### config.mk
export PLATFORM = sky130hd
export DESIGN_NAME = mfh_frame_handler
export DESIGN_NICKNAME = d
export VERILOG_FILES = /design/src/shared/mfh_pkg.sv /design/src/hdl/mfh_frame_handler.sv
export SDC_FILE = /design/constraint.sdc
export NUM_CORES = 1
export LEC_CHECK = 0
export ABC_AREA = 1
export BUFFER_PORTS_ARGS = -buffer_cell sky130_fd_sc_hd__buf_2
export CORE_MARGIN = 3
export CORE_UTILIZATION = 55
export DETAILED_ROUTE_END_ITERATION = 10
export HOLD_SLACK_MARGIN = 0.15
export PLACE_DENSITY_LB_ADDON = 0.12
export SYNTH_ARGS = -nofsm -noshare
export SYNTH_HDL_FRONTEND = slang
export SYNTH_SLANG_ARGS = --single-unit
### constraint.sdc
create_clock -name clk_i -period 14.85 [get_ports clk_i]
set_input_delay 2.97 -clock clk_i [delete_from_list [all_inputs] [get_ports clk_i]]
set_output_delay 2.97 -clock clk_i [all_outputs]
set_load 0.01 [all_outputs]
### src/shared/mfh_pkg.sv
// Constants, types and checksum helper for the message sequence frame handler
package mfh_pkg;
  localparam int unsigned MFH_DEPTH  = 66;
  localparam logic [6:0]  MFH_DEPTH7 = 7'h42;

  // Register word indices (byte address = 4 * index)
  localparam logic [5:0] MFH_A_CTRL = 6'h00;
  localparam logic [5:0] MFH_A_MPD  = 6'h01;
  localparam logic [5:0] MFH_A_OD   = 6'h02;
  localparam logic [5:0] MFH_A_DPD  = 6'h03;
  localparam logic [5:0] MFH_A_DATA = 6'h04;
  localparam logic [5:0] MFH_A_STAT = 6'h05;

  // Control register fields
  localparam int unsigned MFH_CTL_MODE = 0;
  localparam int unsigned MFH_CTL_CRC  = 2;
  localparam int unsigned MFH_CTL_SKIP = 3;
  localparam int unsigned MFH_CTL_RST  = 4;
  localparam logic [1:0]  MFH_MODE_FH  = 2'h2;
  localparam logic [2:0]  MFH_CTL_RV   = 3'h0;

  // Status register fields
  localparam int unsigned MFH_ST_STATE = 0;
  localparam int unsigned MFH_ST_ERR   = 2;
  localparam int unsigned MFH_ST_CNT   = 8;
  localparam int unsigned MFH_ST_PTR   = 16;

  // Octet layouts
  localparam int unsigned MFH_MC_RW   = 7;
  localparam int unsigned MFH_MC_CH   = 5;
  localparam int unsigned MFH_CKT_TY  = 6;
  localparam logic [7:0]  MFH_CKS_KEEP = 8'hc0;
  localparam logic [7:0]  MFH_CKS_SEED = 8'h52;
  localparam logic [1:0]  MFH_TYPE1   = 2'h1;
  localparam logic [1:0]  MFH_TYPE2   = 2'h2;
  localparam logic [1:0]  MFH_CH_PD   = 2'h0;
  localparam logic [6:0]  MFH_HDR_LEN = 7'h02;
  localparam logic [6:0]  MFH_CKS_LEN = 7'h01;
  localparam logic [6:0]  MFH_OD0_LEN = 7'h01;

  typedef enum logic [1:0] {
    MFH_ST_IDLE = 2'b00,
    MFH_ST_SEND = 2'b01,
    MFH_ST_WAIT = 2'b10,
    MFH_ST_READ = 2'b11
  } mfh_state_t;

  typedef struct packed {
    logic        cyc;
    logic        stb;
    logic        we;
    logic [3:0]  sel;
    logic [7:0]  adr;
    logic [31:0] dat;
  } mfh_wb_req_t;

  typedef struct packed {
    logic        ack;
    logic [31:0] dat;
  } mfh_wb_rsp_t;

  // Fold the seeded XOR of all octets into the 6-bit link checksum
  function automatic logic [5:0] mfh_cks6(input logic [7:0] acc);
    logic [7:0] c;
    c = acc ^ MFH_CKS_SEED;
    return {c[7] ^ c[5] ^ c[3] ^ c[1], c[6] ^ c[4] ^ c[2] ^ c[0],
            c[7] ^ c[6], c[5] ^ c[4], c[3] ^ c[2], c[1] ^ c[0]};
  endfunction
endpackage
### src/hdl/mfh_frame_handler.sv
// Message sequence frame handler with frame buffer and Wishbone registers
// Function
// - Master message: control octet, then type octet
// - Decode type, channel, direction from header
// - Type 0 moves one on-request octet
// - Type 0 ignores all three length registers
// - Type 1 on-request count from length register
// - Type 2 uses all three length registers
// - Type 3 handled like type 0
// - Subtype inferred from channel and lengths
// - Type 2 ignores channel field
// - Channel 0 process data, else on-request
// - Direction bit: 0 write, 1 read
// - 66-byte FIFO frame buffer shared by all channels
// - Write appends, read pops one byte
// - Inactive mode: writes dropped, reads return zero
// - One message; writes dropped until readout
// - Skip or reset forces buffer idle, empty
// - Data port takes one access every other cycle
// - Auto checksum over full buffered master message
// - Reply checksum checked, error flag raised
// - Control bit enables auto checksum
// - Mode field writable at any time
`timescale 1ns/1ns
module mfh_frame_handler
  import mfh_pkg::*;
(
  input  wire logic                 clk_i,         // 10 MHz system clock
  input  wire logic                 reset_i,       // Async reset, active high
  input  wire mfh_pkg::mfh_wb_req_t wb_req_i,      // Wishbone request
  output mfh_pkg::mfh_wb_rsp_t      wb_rsp_o,      // Wishbone answer
  input  wire logic                 wakeup_run_i,  // Wake-up procedure running
  output logic                      tx_valid_o,    // Octet to line UART valid
  output logic [7:0]                tx_byte_o,     // Octet to line UART
  input  wire logic                 tx_ready_i,    // Line UART took octet
  input  wire logic                 rx_valid_i,    // Octet from line UART
  input  wire logic [7:0]           rx_byte_i      // Received octet
);
  import mfh_pkg::*;

  logic [7:0]  mem_q [MFH_DEPTH];
  mfh_state_t  st_q;
  logic [6:0]  cnt_q;
  logic [6:0]  ptr_q;
  logic [7:0]  acc_q;
  logic [7:0]  mc_q;
  logic [7:0]  ckt_q;
  logic [1:0]  mode_q;
  logic        crc_q;
  logic [5:0]  mpd_q;
  logic [5:0]  od_q;
  logic [5:0]  dpd_q;
  logic        err_q;
  logic        ack_q;
  logic [31:0] dat_q;
  logic        tx_valid_q;
  logic [7:0]  tx_byte_q;

  logic        acc_en;
  logic        wr_acc;
  logic [5:0]  widx;
  logic        fh_act;
  logic        clr_buf;
  logic [6:0]  tx_len;
  logic [6:0]  rx_len;
  logic        full;
  logic        wr_take;
  logic        rd_take;
  logic [7:0]  wr_byte;
  logic        rx_take;
  logic        rx_last;
  logic [7:0]  rx_acc_d;
  logic        tx_hs;
  logic        tx_last;
  logic        rd_last;
  logic        start_ok;

  // Lengths come from header octets plus length registers
  function automatic logic [13:0] mfh_lens(input logic [7:0] mc, input logic [7:0] type_check_octet,
                                           input logic [5:0] master_procdata_len, input logic [5:0] od,
                                           input logic [5:0] device_procdata_len);
    logic       rd;
    logic [1:0] ty;
    logic [1:0] ch;
    logic [6:0] t;
    logic [6:0] r;
    rd = mc[MFH_MC_RW];
    ty = type_check_octet[MFH_CKT_TY +: 2];
    ch = mc[MFH_MC_CH +: 2];
    t  = MFH_HDR_LEN;
    r  = MFH_CKS_LEN;
    case (ty)
      MFH_TYPE1: begin
        if (ch == MFH_CH_PD) begin
          if (rd) r = r + {1'b0, device_procdata_len};
          else t = t + {1'b0, master_procdata_len};
        end else if (rd) begin
          r = r + {1'b0, od};
        end else begin
          t = t + {1'b0, od};
        end
      end
      MFH_TYPE2: begin
        t = t + {1'b0, master_procdata_len};
        r = r + {1'b0, device_procdata_len};
        if (rd) r = r + {1'b0, od};
        else t = t + {1'b0, od};
      end
      default: begin
        if (rd) r = r + MFH_OD0_LEN;
        else t = t + MFH_OD0_LEN;
      end
    endcase
    return {t, r};
  endfunction

  assign acc_en  = wb_req_i.cyc && wb_req_i.stb && !ack_q;
  assign wr_acc  = acc_en && wb_req_i.we && wb_req_i.sel[0];
  assign widx    = wb_req_i.adr[7:2];
  // Wake-up owns the line; the buffer stays locked meanwhile
  assign fh_act  = (mode_q == MFH_MODE_FH) && !wakeup_run_i;
  assign clr_buf = wr_acc && widx == MFH_A_CTRL &&
                   (wb_req_i.dat[MFH_CTL_SKIP] || wb_req_i.dat[MFH_CTL_RST]);
  assign {tx_len, rx_len} = mfh_lens(mc_q, ckt_q, mpd_q, od_q, dpd_q);
  // Lengths past the buffer depth saturate here; such a message
  // never finishes sending and needs a skip or reset to recover
  assign full    = (cnt_q >= MFH_HDR_LEN && cnt_q >= tx_len) || cnt_q == MFH_DEPTH7;
  // One message only; host writes dropped once full or past send
  assign wr_take = wr_acc && widx == MFH_A_DATA && fh_act && !clr_buf &&
                   (st_q == MFH_ST_IDLE || st_q == MFH_ST_SEND) && !full;
  // A read with no reply pending pops nothing and returns zero
  assign rd_take = acc_en && !wb_req_i.we && widx == MFH_A_DATA && fh_act &&
                   st_q == MFH_ST_READ && !clr_buf;
  // Checksum bits of the type octet count as zero
  assign wr_byte = (cnt_q == MFH_OD0_LEN) ? (wb_req_i.dat[7:0] & MFH_CKS_KEEP)
                                          : wb_req_i.dat[7:0];
  // Octets outside the reply window are dropped, not buffered
  assign rx_take = rx_valid_i && st_q == MFH_ST_WAIT && !clr_buf;
  assign rx_last = rx_take && (cnt_q + MFH_CKS_LEN >= rx_len || cnt_q == MFH_DEPTH7 - MFH_CKS_LEN);
  assign rx_acc_d = acc_q ^ (rx_last ? (rx_byte_i & MFH_CKS_KEEP) : rx_byte_i);
  assign tx_hs   = tx_valid_q && tx_ready_i;
  assign tx_last = tx_hs && ptr_q >= MFH_OD0_LEN && ptr_q + MFH_OD0_LEN >= tx_len;
  assign rd_last = rd_take && ptr_q + MFH_OD0_LEN >= cnt_q;
  // Auto checksum needs the whole message before anything goes out
  assign start_ok = crc_q ? full : (cnt_q != 7'h00);

  // Frame buffer storage: host bytes, then the reply in place
  // No reset: only entries below the count are ever read back
  always_ff @(posedge clk_i) begin
    if (wr_take) begin
      mem_q[cnt_q] <= wb_req_i.dat[7:0];
    end else if (rx_take) begin
      mem_q[cnt_q] <= rx_byte_i;
    end
  end

  // Header octets kept aside, the reply overwrites the buffer
  always_ff @(posedge clk_i or posedge reset_i) begin
    if (reset_i) begin
      mc_q  <= 8'h00;
      ckt_q <= 8'h00;
    end else if (wr_take && cnt_q == 7'h00) begin
      mc_q <= wb_req_i.dat[7:0];
    end else if (wr_take && cnt_q == MFH_OD0_LEN) begin
      ckt_q <= wb_req_i.dat[7:0];
    end
  end

  // Sequence state, counters and checksum accumulator
  always_ff @(posedge clk_i or posedge reset_i) begin
    if (reset_i) begin
      st_q  <= MFH_ST_IDLE;
      cnt_q <= 7'h00;
      ptr_q <= 7'h00;
      acc_q <= 8'h00;
    end else if (clr_buf) begin
      st_q  <= MFH_ST_IDLE;
      cnt_q <= 7'h00;
      ptr_q <= 7'h00;
      acc_q <= 8'h00;
    end else begin
      if (wr_take) begin
        cnt_q <= cnt_q + 7'h01;
        acc_q <= acc_q ^ wr_byte;
      end
      case (st_q)
        MFH_ST_IDLE: begin
          if (fh_act && start_ok) st_q <= MFH_ST_SEND;
        end
        MFH_ST_SEND: begin
          if (tx_hs) ptr_q <= ptr_q + 7'h01;
          if (tx_last) begin
            st_q  <= MFH_ST_WAIT;
            cnt_q <= 7'h00;
            ptr_q <= 7'h00;
            acc_q <= 8'h00;
          end
        end
        MFH_ST_WAIT: begin
          if (rx_take) begin
            cnt_q <= cnt_q + 7'h01;
            acc_q <= rx_acc_d;
          end
          if (rx_last) st_q <= MFH_ST_READ;
        end
        MFH_ST_READ: begin
          if (rd_take) ptr_q <= ptr_q + 7'h01;
          if (rd_last) begin
            st_q  <= MFH_ST_IDLE;
            cnt_q <= 7'h00;
            ptr_q <= 7'h00;
            acc_q <= 8'h00;
          end
        end
        default: st_q <= MFH_ST_IDLE;
      endcase
    end
  end

  // Line transmit octet; checksum replaces the type octet low bits
  // One idle cycle between octets costs nothing against the line rate
  always_ff @(posedge clk_i or posedge reset_i) begin
    if (reset_i) begin
      tx_valid_q <= 1'b0;
      tx_byte_q  <= 8'h00;
    end else if (clr_buf || tx_hs) begin
      tx_valid_q <= 1'b0;
    end else if (st_q == MFH_ST_SEND && !tx_valid_q && ptr_q < cnt_q) begin
      tx_valid_q <= 1'b1;
      if (crc_q && ptr_q == MFH_OD0_LEN) begin
        tx_byte_q <= {mem_q[ptr_q][7:6], mfh_cks6(acc_q)};
      end else begin
        tx_byte_q <= mem_q[ptr_q];
      end
    end
  end

  // Reply checksum error flag, new error wins over a clear
  always_ff @(posedge clk_i or posedge reset_i) begin
    if (reset_i) begin
      err_q <= 1'b0;
    end else if (rx_last && mfh_cks6(rx_acc_d) != rx_byte_i[5:0]) begin
      err_q <= 1'b1;
    end else if (wr_acc && widx == MFH_A_STAT && wb_req_i.dat[MFH_ST_ERR]) begin
      err_q <= 1'b0;
    end
  end

  // Software registers
  always_ff @(posedge clk_i or posedge reset_i) begin
    if (reset_i) begin
      mode_q <= MFH_CTL_RV[1:0];
      crc_q  <= MFH_CTL_RV[2];
      mpd_q  <= 6'h00;
      od_q   <= 6'h00;
      dpd_q  <= 6'h00;
    end else if (wr_acc) begin
      case (widx)
        MFH_A_CTRL: begin
          mode_q <= wb_req_i.dat[MFH_CTL_MODE +: 2];
          crc_q  <= wb_req_i.dat[MFH_CTL_CRC];
        end
        MFH_A_MPD: mpd_q <= wb_req_i.dat[5:0];
        MFH_A_OD:  od_q  <= wb_req_i.dat[5:0];
        MFH_A_DPD: dpd_q <= wb_req_i.dat[5:0];
        default: ;
      endcase
    end
  end

  // Bus answer one cycle after the request; the next access waits one more cycle
  always_ff @(posedge clk_i or posedge reset_i) begin
    if (reset_i) begin
      ack_q <= 1'b0;
      dat_q <= 32'h0000_0000;
    end else begin
      ack_q <= acc_en;
      if (acc_en && !wb_req_i.we) begin
        case (widx)
          MFH_A_CTRL: dat_q <= {27'h0, 2'h0, crc_q, mode_q};
          MFH_A_MPD:  dat_q <= {26'h0, mpd_q};
          MFH_A_OD:   dat_q <= {26'h0, od_q};
          MFH_A_DPD:  dat_q <= {26'h0, dpd_q};
          MFH_A_DATA: dat_q <= rd_take ? {24'h0, mem_q[ptr_q]} : 32'h0000_0000;
          MFH_A_STAT: dat_q <= {9'h0, ptr_q, 1'b0, cnt_q, 5'h0, err_q, st_q};
          default:    dat_q <= 32'h0000_0000;
        endcase
      end
    end
  end

  assign wb_rsp_o.ack = ack_q;
  assign wb_rsp_o.dat = dat_q;
  assign tx_valid_o   = tx_valid_q;
  assign tx_byte_o    = tx_byte_q;
endmodule

After elaboration in Yosys (flattened, before gate mapping). Memory sizes are Yosys's and may differ from the RTL's. Index checks and enable logic that the tools add are counted.

Add/sub/neg operators: 8. Order comparisons: 7. Equality and inequality tests: 22. Mux-type cells: 52. Bitwise logic cells: 27. Reductions and logical operators: 61.

Operator list (number): 23-bit case mux with 6 select lines (1); 7-bit two-way mux (18); 8-bit two-way mux (7); 7-bit case mux with 2 select lines (3); 1-bit logical AND (34); 7-bit greater-or-equal comparator (4); 8-bit case mux with 3 select lines (1); 7-bit case mux with 3 select lines (1); 1-bit XOR (20); 6-bit two-way mux (3); 8-bit XOR (2); 1-bit by 6-bit adder with 7-bit output (first input constant) (2); 2-bit by 6-bit adder with 7-bit output (first input constant) (2); 7-bit by 1-bit adder with 7-bit output (second input constant) (2); 7-bit by 6-bit adder with 7-bit output (2); 7-bit by 1-bit equality test with 1-bit output (second input constant) (2); 7-bit equality test (second input constant) (2); 6-bit by 2-bit equality test with 1-bit output (second input constant) (2); 6-bit by 3-bit equality test with 1-bit output (second input constant) (2); 2-bit two-way mux (6); 2-bit AND reduction (6); 1-bit two-way mux (11); 3-bit inequality test (second input constant) (3); 2-bit equality test (second input constant) (4); 22 further kinds (37).

Flip-flop bits (word level): 104. Bits in writable memories: 528. Input bits: 60. Output and inout bits: 42. Word-level logic and storage cells: 194. Memories kept: 1.

Memories: mem_q (depth 66, bits a word 8, rd ports 1, clocked after memory_dff 0, wr ports 1, line mfh_frame_handler.sv:41) `logic [7:0] mem_q [MFH_DEPTH];`.

Logic depth before layout (Yosys ltp). Gate-level depths: netlist of the first run.

Word-level depth: 18. Gate-level depth with buffers: 32. Mapped depth without buffers: 32.

Worst setup path before layout of the first run. No wires, ideal clock.

Kind: input port to flip-flop. Start: input port wb_req_i[45] (netlist bit). End: memory mem_q[0][0], data pin. Library setup time: 0.717 ns. Data arrival time: 6.410 ns. Data required time: 14.133 ns. Setup slack: 7.722 ns. Stages: 8. Buffers on the path: 1. Path through: nand3_1 -> nor2_4 -> nand3_4 -> nand2_4 -> inv_4 -> nand2_1 -> buf_2 -> o21ai_0.

Cells in the longest elaborated chain, start to end: 13. Elaborated cells on any way between the ends: 17. Those cells by class: mux (4); reduce/logical (13).

RTL lines: start, declared (line mfh_frame_handler.sv:30) `input wire mfh_pkg::mfh_wb_req_t wb_req_i,`; 1-bit logical AND * (2 in a row) (line mfh_frame_handler.sv:117) `assign acc_en = wb_req_i.cyc && wb_req_i.stb && !ack_q;`; 1-bit logical AND * (2 in a row) (line mfh_frame_handler.sv:118) `assign wr_acc = acc_en && wb_req_i.we && wb_req_i.sel[0];`; 1-bit logical AND (2 in a row) (line mfh_frame_handler.sv:122) `assign clr_buf = wr_acc && widx == MFH_A_CTRL &&`; 1-bit zero test (line mfh_frame_handler.sv:129, mfh_frame_handler.sv:138); 1-bit logical AND (2 in a row) (line mfh_frame_handler.sv:129) `assign wr_take = wr_acc && widx == MFH_A_DATA && fh_act && !clr_buf &&`; 1-bit logical AND (line mfh_frame_handler.sv:130) `(st_q == MFH_ST_IDLE || st_q == MFH_ST_SEND) && !full;`; 1-bit two-way mux * (line mfh_frame_handler.sv:150) `if (wr_take) begin`; 1-bit two-way mux (implied by the code) * (line mfh_frame_handler.sv:153) `mem_q[cnt_q] <= rx_byte_i;`; 8-bit two-way mux (no source line) *; end, declared (line mfh_frame_handler.sv:41).

Mark *: on every way between the ends. The rest lies on a longest branch, timed or not.

Worst setup path after layout of the first run.
Start: register mpd_q[1]. End: memory mem_q[27][0], enable pin.

Cells in the longest elaborated chain, start to end: 12. Elaborated cells on any way between the ends: 16. Those cells by class: add/sub (2); order compare (1); mux (8); bitwise (1); reduce/logical (4).

RTL lines: start, declared (line mfh_frame_handler.sv:50) `logic [5:0] mpd_q;`; start signal, assigned (line mfh_frame_handler.sv:263) `MFH_A_MPD: mpd_q <= wb_req_i.dat[5:0];`; 2-bit by 6-bit adder with 7-bit output * (line mfh_frame_handler.sv:96, mfh_frame_handler.sv:104); 7-bit by 6-bit adder with 7-bit output or 7-bit two-way mux (tied branches) (line mfh_frame_handler.sv:107, mfh_frame_handler.sv:95); 7-bit two-way mux, on equally long branches (line mfh_frame_handler.sv:106, mfh_frame_handler.sv:94); 7-bit case mux with 2 select lines * (line mfh_frame_handler.sv:92) `case (ty)`; 7-bit greater-or-equal comparator * (line mfh_frame_handler.sv:127) `assign full = (cnt_q >= MFH_HDR_LEN && cnt_q >= tx_len) || cnt_q == MFH_DEPTH7;`; 1-bit logical AND * (line mfh_frame_handler.sv:127); 1-bit logical OR * (line mfh_frame_handler.sv:127); 1-bit zero test * (line mfh_frame_handler.sv:130); 1-bit logical AND * (line mfh_frame_handler.sv:130); 1-bit two-way mux (line mfh_frame_handler.sv:150); 1-bit two-way mux, on equally long branches (line mfh_frame_handler.sv:151, mfh_frame_handler.sv:153); 1-bit bitwise OR (no source line) *.

Marked as above.

==> impl_metrics.yaml, run 1 <==
setup_path:
  startpoint: "mpd_q[1]$_DFFE_PP0P_"
  reg2reg_to: "mem_q[27][0]$_DFFE_PP_"
  crit_chain: "ha_1 -> xor2_1 -> ha_1 -> a21oi_1 -> and2_1 -> inv_1 -> a21oi_1 -> nor2_1 -> o21ai_0 -> inv_1 -> nand2_1 -> nand2_1 -> o21ai_0 -> nand2_1 -> ha_1 -> a21oi_1 -> o21a_1 -> o211ai_1 -> o22ai_1 -> nand2_1 -> nand2_1 -> nand4_1 -> nor2_1"
  cp-end-kind: "register"
  critical_path.max_stage_delay_ns: 0.96
  arrival_ns: 6.54
  r2r_slack_ns: 8.58
  ff2ff_path_depth: 23
  cpMaxStageDelayCell: "nor2_1"
  cp_data_required_time_ns: 15.12
  start_kind: "register"
  critPathMaxFanout: 13
  path_class: "reg -> reg"
  r2r_start: "mpd_q[1]$_DFFE_PP0P_"
  crit_end: "mem_q[27][0]$_DFFE_PP_"
  crit_top_cell: "nand2_1"
yosys:
  yosys.area.top_type: "edfxtp_1"
  syn_area_per_cell_um2: 10.7
  synth_ff_type: "edfxtp_1"
  syn_inst: 2643
  ys_warn_count: 0
  yosysSeqAreaShare_pct: 63.6
  ys_top_cells_by_area: "edfxtp_1 (56%), dfrtp_1 (7.4%), o21ai_0 (6.2%), nor2_1 (5.8%), nand2_1 (4.8%)"
  synthMostInstantiatedCell: "edfxtp_1"
  synth.cells.most_frequent: "edfxtp_1 (528), nor2_1 (437), nand2_1 (357)"
  synth-seq-cells: 611
  synth_area_um2: 28200
  postSynth.asyncResetShare_pct: 13.6
  synth_edf_count: 528
  ys_types: 54
  yosysTopAreaCellShare_pct: 56.2
routing:
  drc: 1
  drt-total-wl_um: 74200
  drtIter0Drc: 2201
  antenna_left: 0
  vias: 20300
  avgRoutedWirePerCell_um: 22.0
  viasPerCell: 6.01
  drtPass1Iterations: 9
sta:
  worst_pin_slew_ns: 1.12
  max_freq_mhz: 160
  period_needed_ns: 6.27
  drv_slew: 0
  max_slew_margin_pct: 23.6
  setup_tns_ns: 0
  rsz0062_at_grt: "false"
  hold_violations: 0
  skew_ns: 0.0450
  min_period_over_period_pct: 42.2
  setup_viol: 0
clock_tree:
  tritoncts: "yes"
  cts_inserted_buffers: 61
  cts-hold-fix-buffers: 0
  clock_latency_ns: 0.65
  clk_pin_slew_ns: 0.06
  clockBufferDepth: 3
  postCtsSetupBuffers: 0
  htreeDepth: 2
  cts.sinks: 611
  ctsResizeCount: 0
  cts_root_buf: "clkbuf_16"
floorplanning:
  dieWidth_um: 232
  die_height_um: 232
  core_um2: 50400
  rows: 82
  die-area_um2: 54000
  start_util_pct: 56.0
  ios: 102
min_path:
  min_path_type: "reg -> reg"
  hold_path_depth: 2
layout:
  final_util_pct: 61.3
  diodes: 0
  nets: 2771
  synthToLayoutAreaGrowth_pct: 9.55
  drive_gt1_share_pct: 8.00
power:
  power_density_nw_per_um2: 169
  peakVddDrop_mv: 0.110
  cellLeakagePower_nw: 11.3
outcome:
  violations: "design-rule violations"
  status: "complete, but fails checks"
global_route:
  grt_usage_pct: 27.4
  antenna_found_initial: 0
  grt_pass1_wl_um: 113000
  grt_max_degree: 99
  gr-total-overflow: 0
  grt_pass1_vias: 19000
placed_design:
  globalplace.congestion: 0.935
  io_buffer_count: 62
  dp_hpwl_um: 46300
job:
  maxCapViolCount: 0
-- final cells by class --
type	instances	area, um2
clock inverter	36	330
multi-input combinational	1740	9110
inverter	147	563
tap	672	841
fill	4037	19500
clock buffer	80	1620
sequential	611	17900
timing repair buffer	85	483
-- worst max-delay path: cells and delay by family, from the launching register on --
kind / cells / cell delay (ns)
simple gates: 9 / 2.80
compound gates: 8 / 1.28
fa+ha+maj: 3 / 0.91
flops: 1 / 0.49
xor+xnor: 1 / 0.29
buf+inv: 2 / 0.13
-- worst min path at each step --
stage	startpoint	to	slack [ns]
floorplan	mc_q[5]$_DFFE_PP0P_	mc_q[5]$_DFFE_PP0P_	0.45
global placement	dat_q[1]$_DFFE_PP0P_	dat_q[1]$_DFFE_PP0P_	0.46
detailed placement	dat_q[0]$_DFFE_PP0P_	dat_q[0]$_DFFE_PP0P_	0.46
CTS	dat_q[0]$_DFFE_PP0P_	dat_q[0]$_DFFE_PP0P_	0.48
global route	dat_q[0]$_DFFE_PP0P_	dat_q[0]$_DFFE_PP0P_	0.49
finish	dat_q[0]$_DFFE_PP0P_	dat_q[0]$_DFFE_PP0P_	0.48
-- cell families after synthesis --
| family | synth area share (%) |
|---|---|
| mux | 0.0710 |
| xor+xnor | 1.06 |
| compound gates | 13.2 |
| fa+ha+maj | 2.94 |
| simple gates | 14.5 |
| buf+inv | 4.53 |
| other cells | 0.0133 |
| flops | 63.6 |
-- placed cells by master, fill, tap and decap left out, drive strengths merged, types with 23 or more instances in the layout --
cell / Yosys / final
ha: 63 / 63
nor3: 28 / 28
buf: 79 / 85
o21ai: 356 / 356
edfxtp: 528 / 528
clkinv: 5 / 31
o211ai: 67 / 67
xor2: 23 / 23
a21oi: 75 / 75
o22ai: 50 / 50
inv: 142 / 143
dfrtp: 83 / 83
nand3: 126 / 126
o221ai: 50 / 50
clkbuf: 75 / 80
nand2: 365 / 365
nor2: 442 / 442
-- flip-flops by register name, indices dropped and copies added (netlist names) --
name / count
mc_q: 3
mem_q: 528
dpd_q: 6
crc_q: 1
tx_valid_o: 1
mpd_q: 6
tx_byte_o: 8
ckt_q: 2
acc_q: 8
ptr_q: 7
dat_q: 22
err_q: 1
st_q: 2
cnt_q: 7
od_q: 6
ack_q: 1
mode_q: 2
-- metal layers --
| metal | up-vias | share of wire, % | track usage, % |
|---|---|---|---|
| li1 | 9429 | - | - |
| met1 | 9875 | 43 | 39.7 |
| met2 | 816 | 47 | 42.5 |
| met3 | 147 | 8.0 | 4.33 |
| met4 | 0 | 2.9 | 9.33 |
| met5 | - | 0 | 0 |
-- report_power, final --
group | total [W] | internal [W] | switching (W)
Combinational | 0.00159 | 0.000438 | 0.00115
Sequential | 0.00213 | 0.00203 | 0.000106
Clock | 0.00150 | 0.000842 | 0.000656
Total | 0.00522 | 0.00331 | 0.00191
-- stage by stage --
step,setup slack [ns],cells,instance area [um2],total power (W),hold slack [ns]
final,8.58,3371,30900,0.00522,0.476
after global routing,8.35,3371,30900,0.00548,0.486
after CTS,8.69,3371,30900,0.00522,0.479
after detailed placement,8.34,3255,28900,0.00373,0.463
after global placement,8.32,3255,28900,0.00370,0.460
after floorplan,7.72,2652,28200,0.00323,0.454
No activity file was read; power rests on OpenSTA's default activity.
==> inputs of run 2 (changes only) <==
--- a/config.mk
+++ b/config.mk
@@ -5,7 +5,7 @@
 export SDC_FILE = /design/constraint.sdc
 export NUM_CORES = 1
 export LEC_CHECK = 0
-export ABC_AREA = 1
+export ABC_AREA = 0
 export BUFFER_PORTS_ARGS = -buffer_cell sky130_fd_sc_hd__buf_2
 export CORE_MARGIN = 3
 export CORE_UTILIZATION = 55
==> constraint.sdc (replaced) <==
create_clock -name clk_i -period 5.7 [get_ports clk_i]
set_input_delay 1.14 -clock clk_i [delete_from_list [all_inputs] [get_ports clk_i]]
set_output_delay 1.14 -clock clk_i [all_outputs]
set_load 0.01 [all_outputs]
==> impl_metrics.yaml, run 2 <==
clock_tree:
  tritoncts: "yes"
  cts_inserted_buffers: 66
  clock_latency_ns: 0.61
  cts.sinks: 611
  clockBufferDepth: 3
  htreeDepth: 3
  cts-hold-fix-buffers: 0
  ctsResizeCount: 0
  cts_root_buf: "clkbuf_16"
  postCtsSetupBuffers: 0
  clk_pin_slew_ns: 0.06
layout:
  synthToLayoutAreaGrowth_pct: 13.1
  largest_registers: "mem_q (528), dat_q (22)"
  nets: 1922
  drive_gt1_share_pct: 25.5
  largest_reg_flops: 528
  final_util_pct: 63.8
  top_register: "mem_q"
  fillers: 3403
  diodes: 0
  layout_commonest_cell: "edfxtp_1"
  layout_common_cells: "edfxtp_1 (528), mux4_2 (163), nand2_1 (106)"
routing:
  dr_wl_met2_um: 30100
  drtIter0Drc: 1546
  drt-total-wl_um: 65000
  drc: 0
  drtPass1Iterations: 5
  viasPerCell: 6.19
  maxUsedRoutingLayer: "met4"
  wl_met3_um: 4960
  avgRoutedWirePerCell_um: 26.0
  vias: 15500
  wl_met1_um: 27900
  antenna_left: 0
setup_path:
  crit_chain: "ha_1 -> ha_1 -> nor2b_1 -> o21ai_0 -> a21boi_0 -> o21ai_0 -> a21oi_1 -> xnor2_1 -> a22oi_1 -> or2_2 -> ha_1 -> a211oi_1 -> o21ai_2 -> a21o_1 -> a21oi_1 -> nand2_1 -> nor2_1 -> buf_4"
  r2r_start: "mpd_q[1]$_DFFE_PP0P_"
  r2r_slack_ns: 0.50
  crit_top_cell: "ha_1"
  cp-end-kind: "register"
  cp_data_required_time_ns: 5.99
  cpMaxStageDelayCell: "dfrtp_1"
  arrival_ns: 5.50
  reg2reg_to: "mem_q[9][3]$_DFFE_PP_"
  start_kind: "register"
  critical_path.max_stage_delay_ns: 0.48
  critPathMaxFanout: 8
  ff2ff_path_depth: 18
  path_class: "reg -> reg"
yosys:
  synth_ff_type: "edfxtp_1"
  postSynth.asyncResetShare_pct: 13.6
  ys_warn_count: 0
  ys_types: 73
  synth-xor-area-share_pct: 1.96
  synth_area_um2: 27300
  synth.cells.most_frequent: "edfxtp_1 (528), mux4_2 (163), nand2_1 (106)"
  yosysTopAreaCellShare_pct: 58.1
  syn_inst: 1655
  synthMostInstantiatedCell: "edfxtp_1"
  ys_top_cells_by_area: "edfxtp_1 (58%), mux4_2 (13%), dfrtp_1 (7.6%), ha_1 (2.9%), mux2_2 (1.7%)"
  yosys.area.top_type: "edfxtp_1"
  muxShareOfSynthArea_pct: 15.5
  synth_edf_count: 528
  yosysSeqAreaShare_pct: 65.7
  synth_fa_ha_area_share_pct: 3.04
  synth_compound_area_share_pct: 5.61
  synth_simple_gate_area_share_pct: 6.07
  syn_area_per_cell_um2: 16.5
  synth-seq-cells: 611
  synth_top_family_by_area: "multiplexers"
sta:
  hold_violations: 0
  rsz0062_at_grt: "false"
  period_needed_ns: 5.20
  setup_tns_ns: 0
  skew_ns: 0.0210
  max_freq_mhz: 192
  min_period_over_period_pct: 91.3
  setup_viol: 0
  max_slew_margin_pct: 25.7
  drv_slew: 0
  worst_pin_slew_ns: 1.11
min_path:
  hold_path_startpoint: "dat_q[13]$_DFFE_PP0P_"
  min_to: "dat_q[13]$_DFFE_PP0P_"
  min_path_type: "reg -> reg"
  hold_path_depth: 2
global_route:
  grt_max_degree: 98
  grt_usage_pct: 25.4
  grt_pass1_vias: 15500
  grt_pass1_wl_um: 99200
  gr-total-overflow: 0
  antenna_found_initial: 0
floorplanning:
  die_height_um: 229
  ios: 102
  dieWidth_um: 229
  rows: 80
  die-area_um2: 52300
  core_um2: 48300
  start_util_pct: 56.4
power:
  power_density_nw_per_um2: 419
  peakVddDrop_mv: 0.301
  cellLeakagePower_nw: 10.8
job:
  maxCapViolCount: 0
placed_design:
  globalplace.congestion: 0.875
  io_buffer_count: 62
  dp_hpwl_um: 42300
outcome:
  status: "complete, no violations"
[run 2: cell count changes after synthesis, sizes merged, moves of 83 or more]
cell / before / now
nor2: 442 / 106
o21ai: 356 / 58
nand2: 365 / 106
mux4: 0 / 163
inv: 142 / 29
nand3: 126 / 43
[run 2: critical path, delay by kind of cell, from the launching register on]
kind            cells  cell delay, ns
fa+ha+maj           3            1.02
simple gates        4            1.21
flops               1            0.48
buf+inv             1            0.22
compound gates      9            1.82
xor+xnor            1            0.15
[run 2: through the flow]
| stage | cell area [um2] | instances | power, W | hold WS (ns) | setup slack, ns |
|---|---|---|---|---|---|
| 4_1_cts | 30900 | 2500 | 0.0130 | 0.480 | 0.494 |
| 3_5_place_dp | 28800 | 2385 | 0.00891 | 0.463 | 0.536 |
| 2_1_floorplan | 27300 | 1664 | 0.00783 | 0.490 | 1.16 |
| 6_report | 30900 | 2500 | 0.0129 | 0.476 | 0.495 |
| 5_1_grt | 30900 | 2500 | 0.0135 | 0.496 | 0.173 |
| 3_3_place_gp | 28800 | 2385 | 0.00885 | 0.451 | 0.600 |
[run 2: kinds of logic after synthesis]
family          after synthesis
buf+inv                     123
mux                         215
simple gates                353
fa+ha+maj                    65
other cells                   1
compound gates              226
flops                       611
xor+xnor                     61
[run 2: how the worst max path moves through the flow]
stage | start | end | slack [ns] | cells past startpoint
4_1_cts | mpd_q[1]$_DFFE_PP0P_ | mem_q[33][7]$_DFFE_PP_ | 0.49 | 17
6_report | mpd_q[1]$_DFFE_PP0P_ | mem_q[9][3]$_DFFE_PP_ | 0.50 | 18
5_1_grt | mpd_q[1]$_DFFE_PP0P_ | mem_q[5][2]$_DFFE_PP_ | 0.17 | 18
3_5_place_dp | mpd_q[1]$_DFFE_PP0P_ | mem_q[35][7]$_DFFE_PP_ | 0.54 | 17
2_1_floorplan | mpd_q[1]$_DFFE_PP0P_ | mem_q[16][0]$_DFFE_PP_ | 1.16 | 17
3_3_place_gp | mpd_q[1]$_DFFE_PP0P_ | mem_q[44][2]$_DFFE_PP_ | 0.60 | 18
[run 2: cell type report]
class | instances | area (um2) | area share (%)
flip-flops and latches | 611 | 17900 | 58.1
repair buffers | 158 | 1090 | 3.54
clock buffers | 88 | 1800 | 5.82
well taps | 656 | 821 | 2.66
clock inverters | 27 | 270 | 0.876
inverters | 30 | 114 | 0.369
multi-input cells | 930 | 8830 | 28.6
[run 2: per-layer routing]
| metal | vias to the layer above | global-route usage [%] |
|---|---|---|
| met3 | 121 | 4.99 |
| met4 | 0 | 8.80 |
| met1 | 7949 | 37.5 |
| met2 | 610 | 38.4 |
| met5 | - | 0 |
| li1 | 6807 | - |
[run 2: power by group]
group	internal [W]	switching, W	leakage (nW)	total, W
clock	0.00241	0.00171	1.01	0.00412
combinational	0.00156	0.00194	3.92	0.00350
sequential	0.00512	0.000191	5.85	0.00531
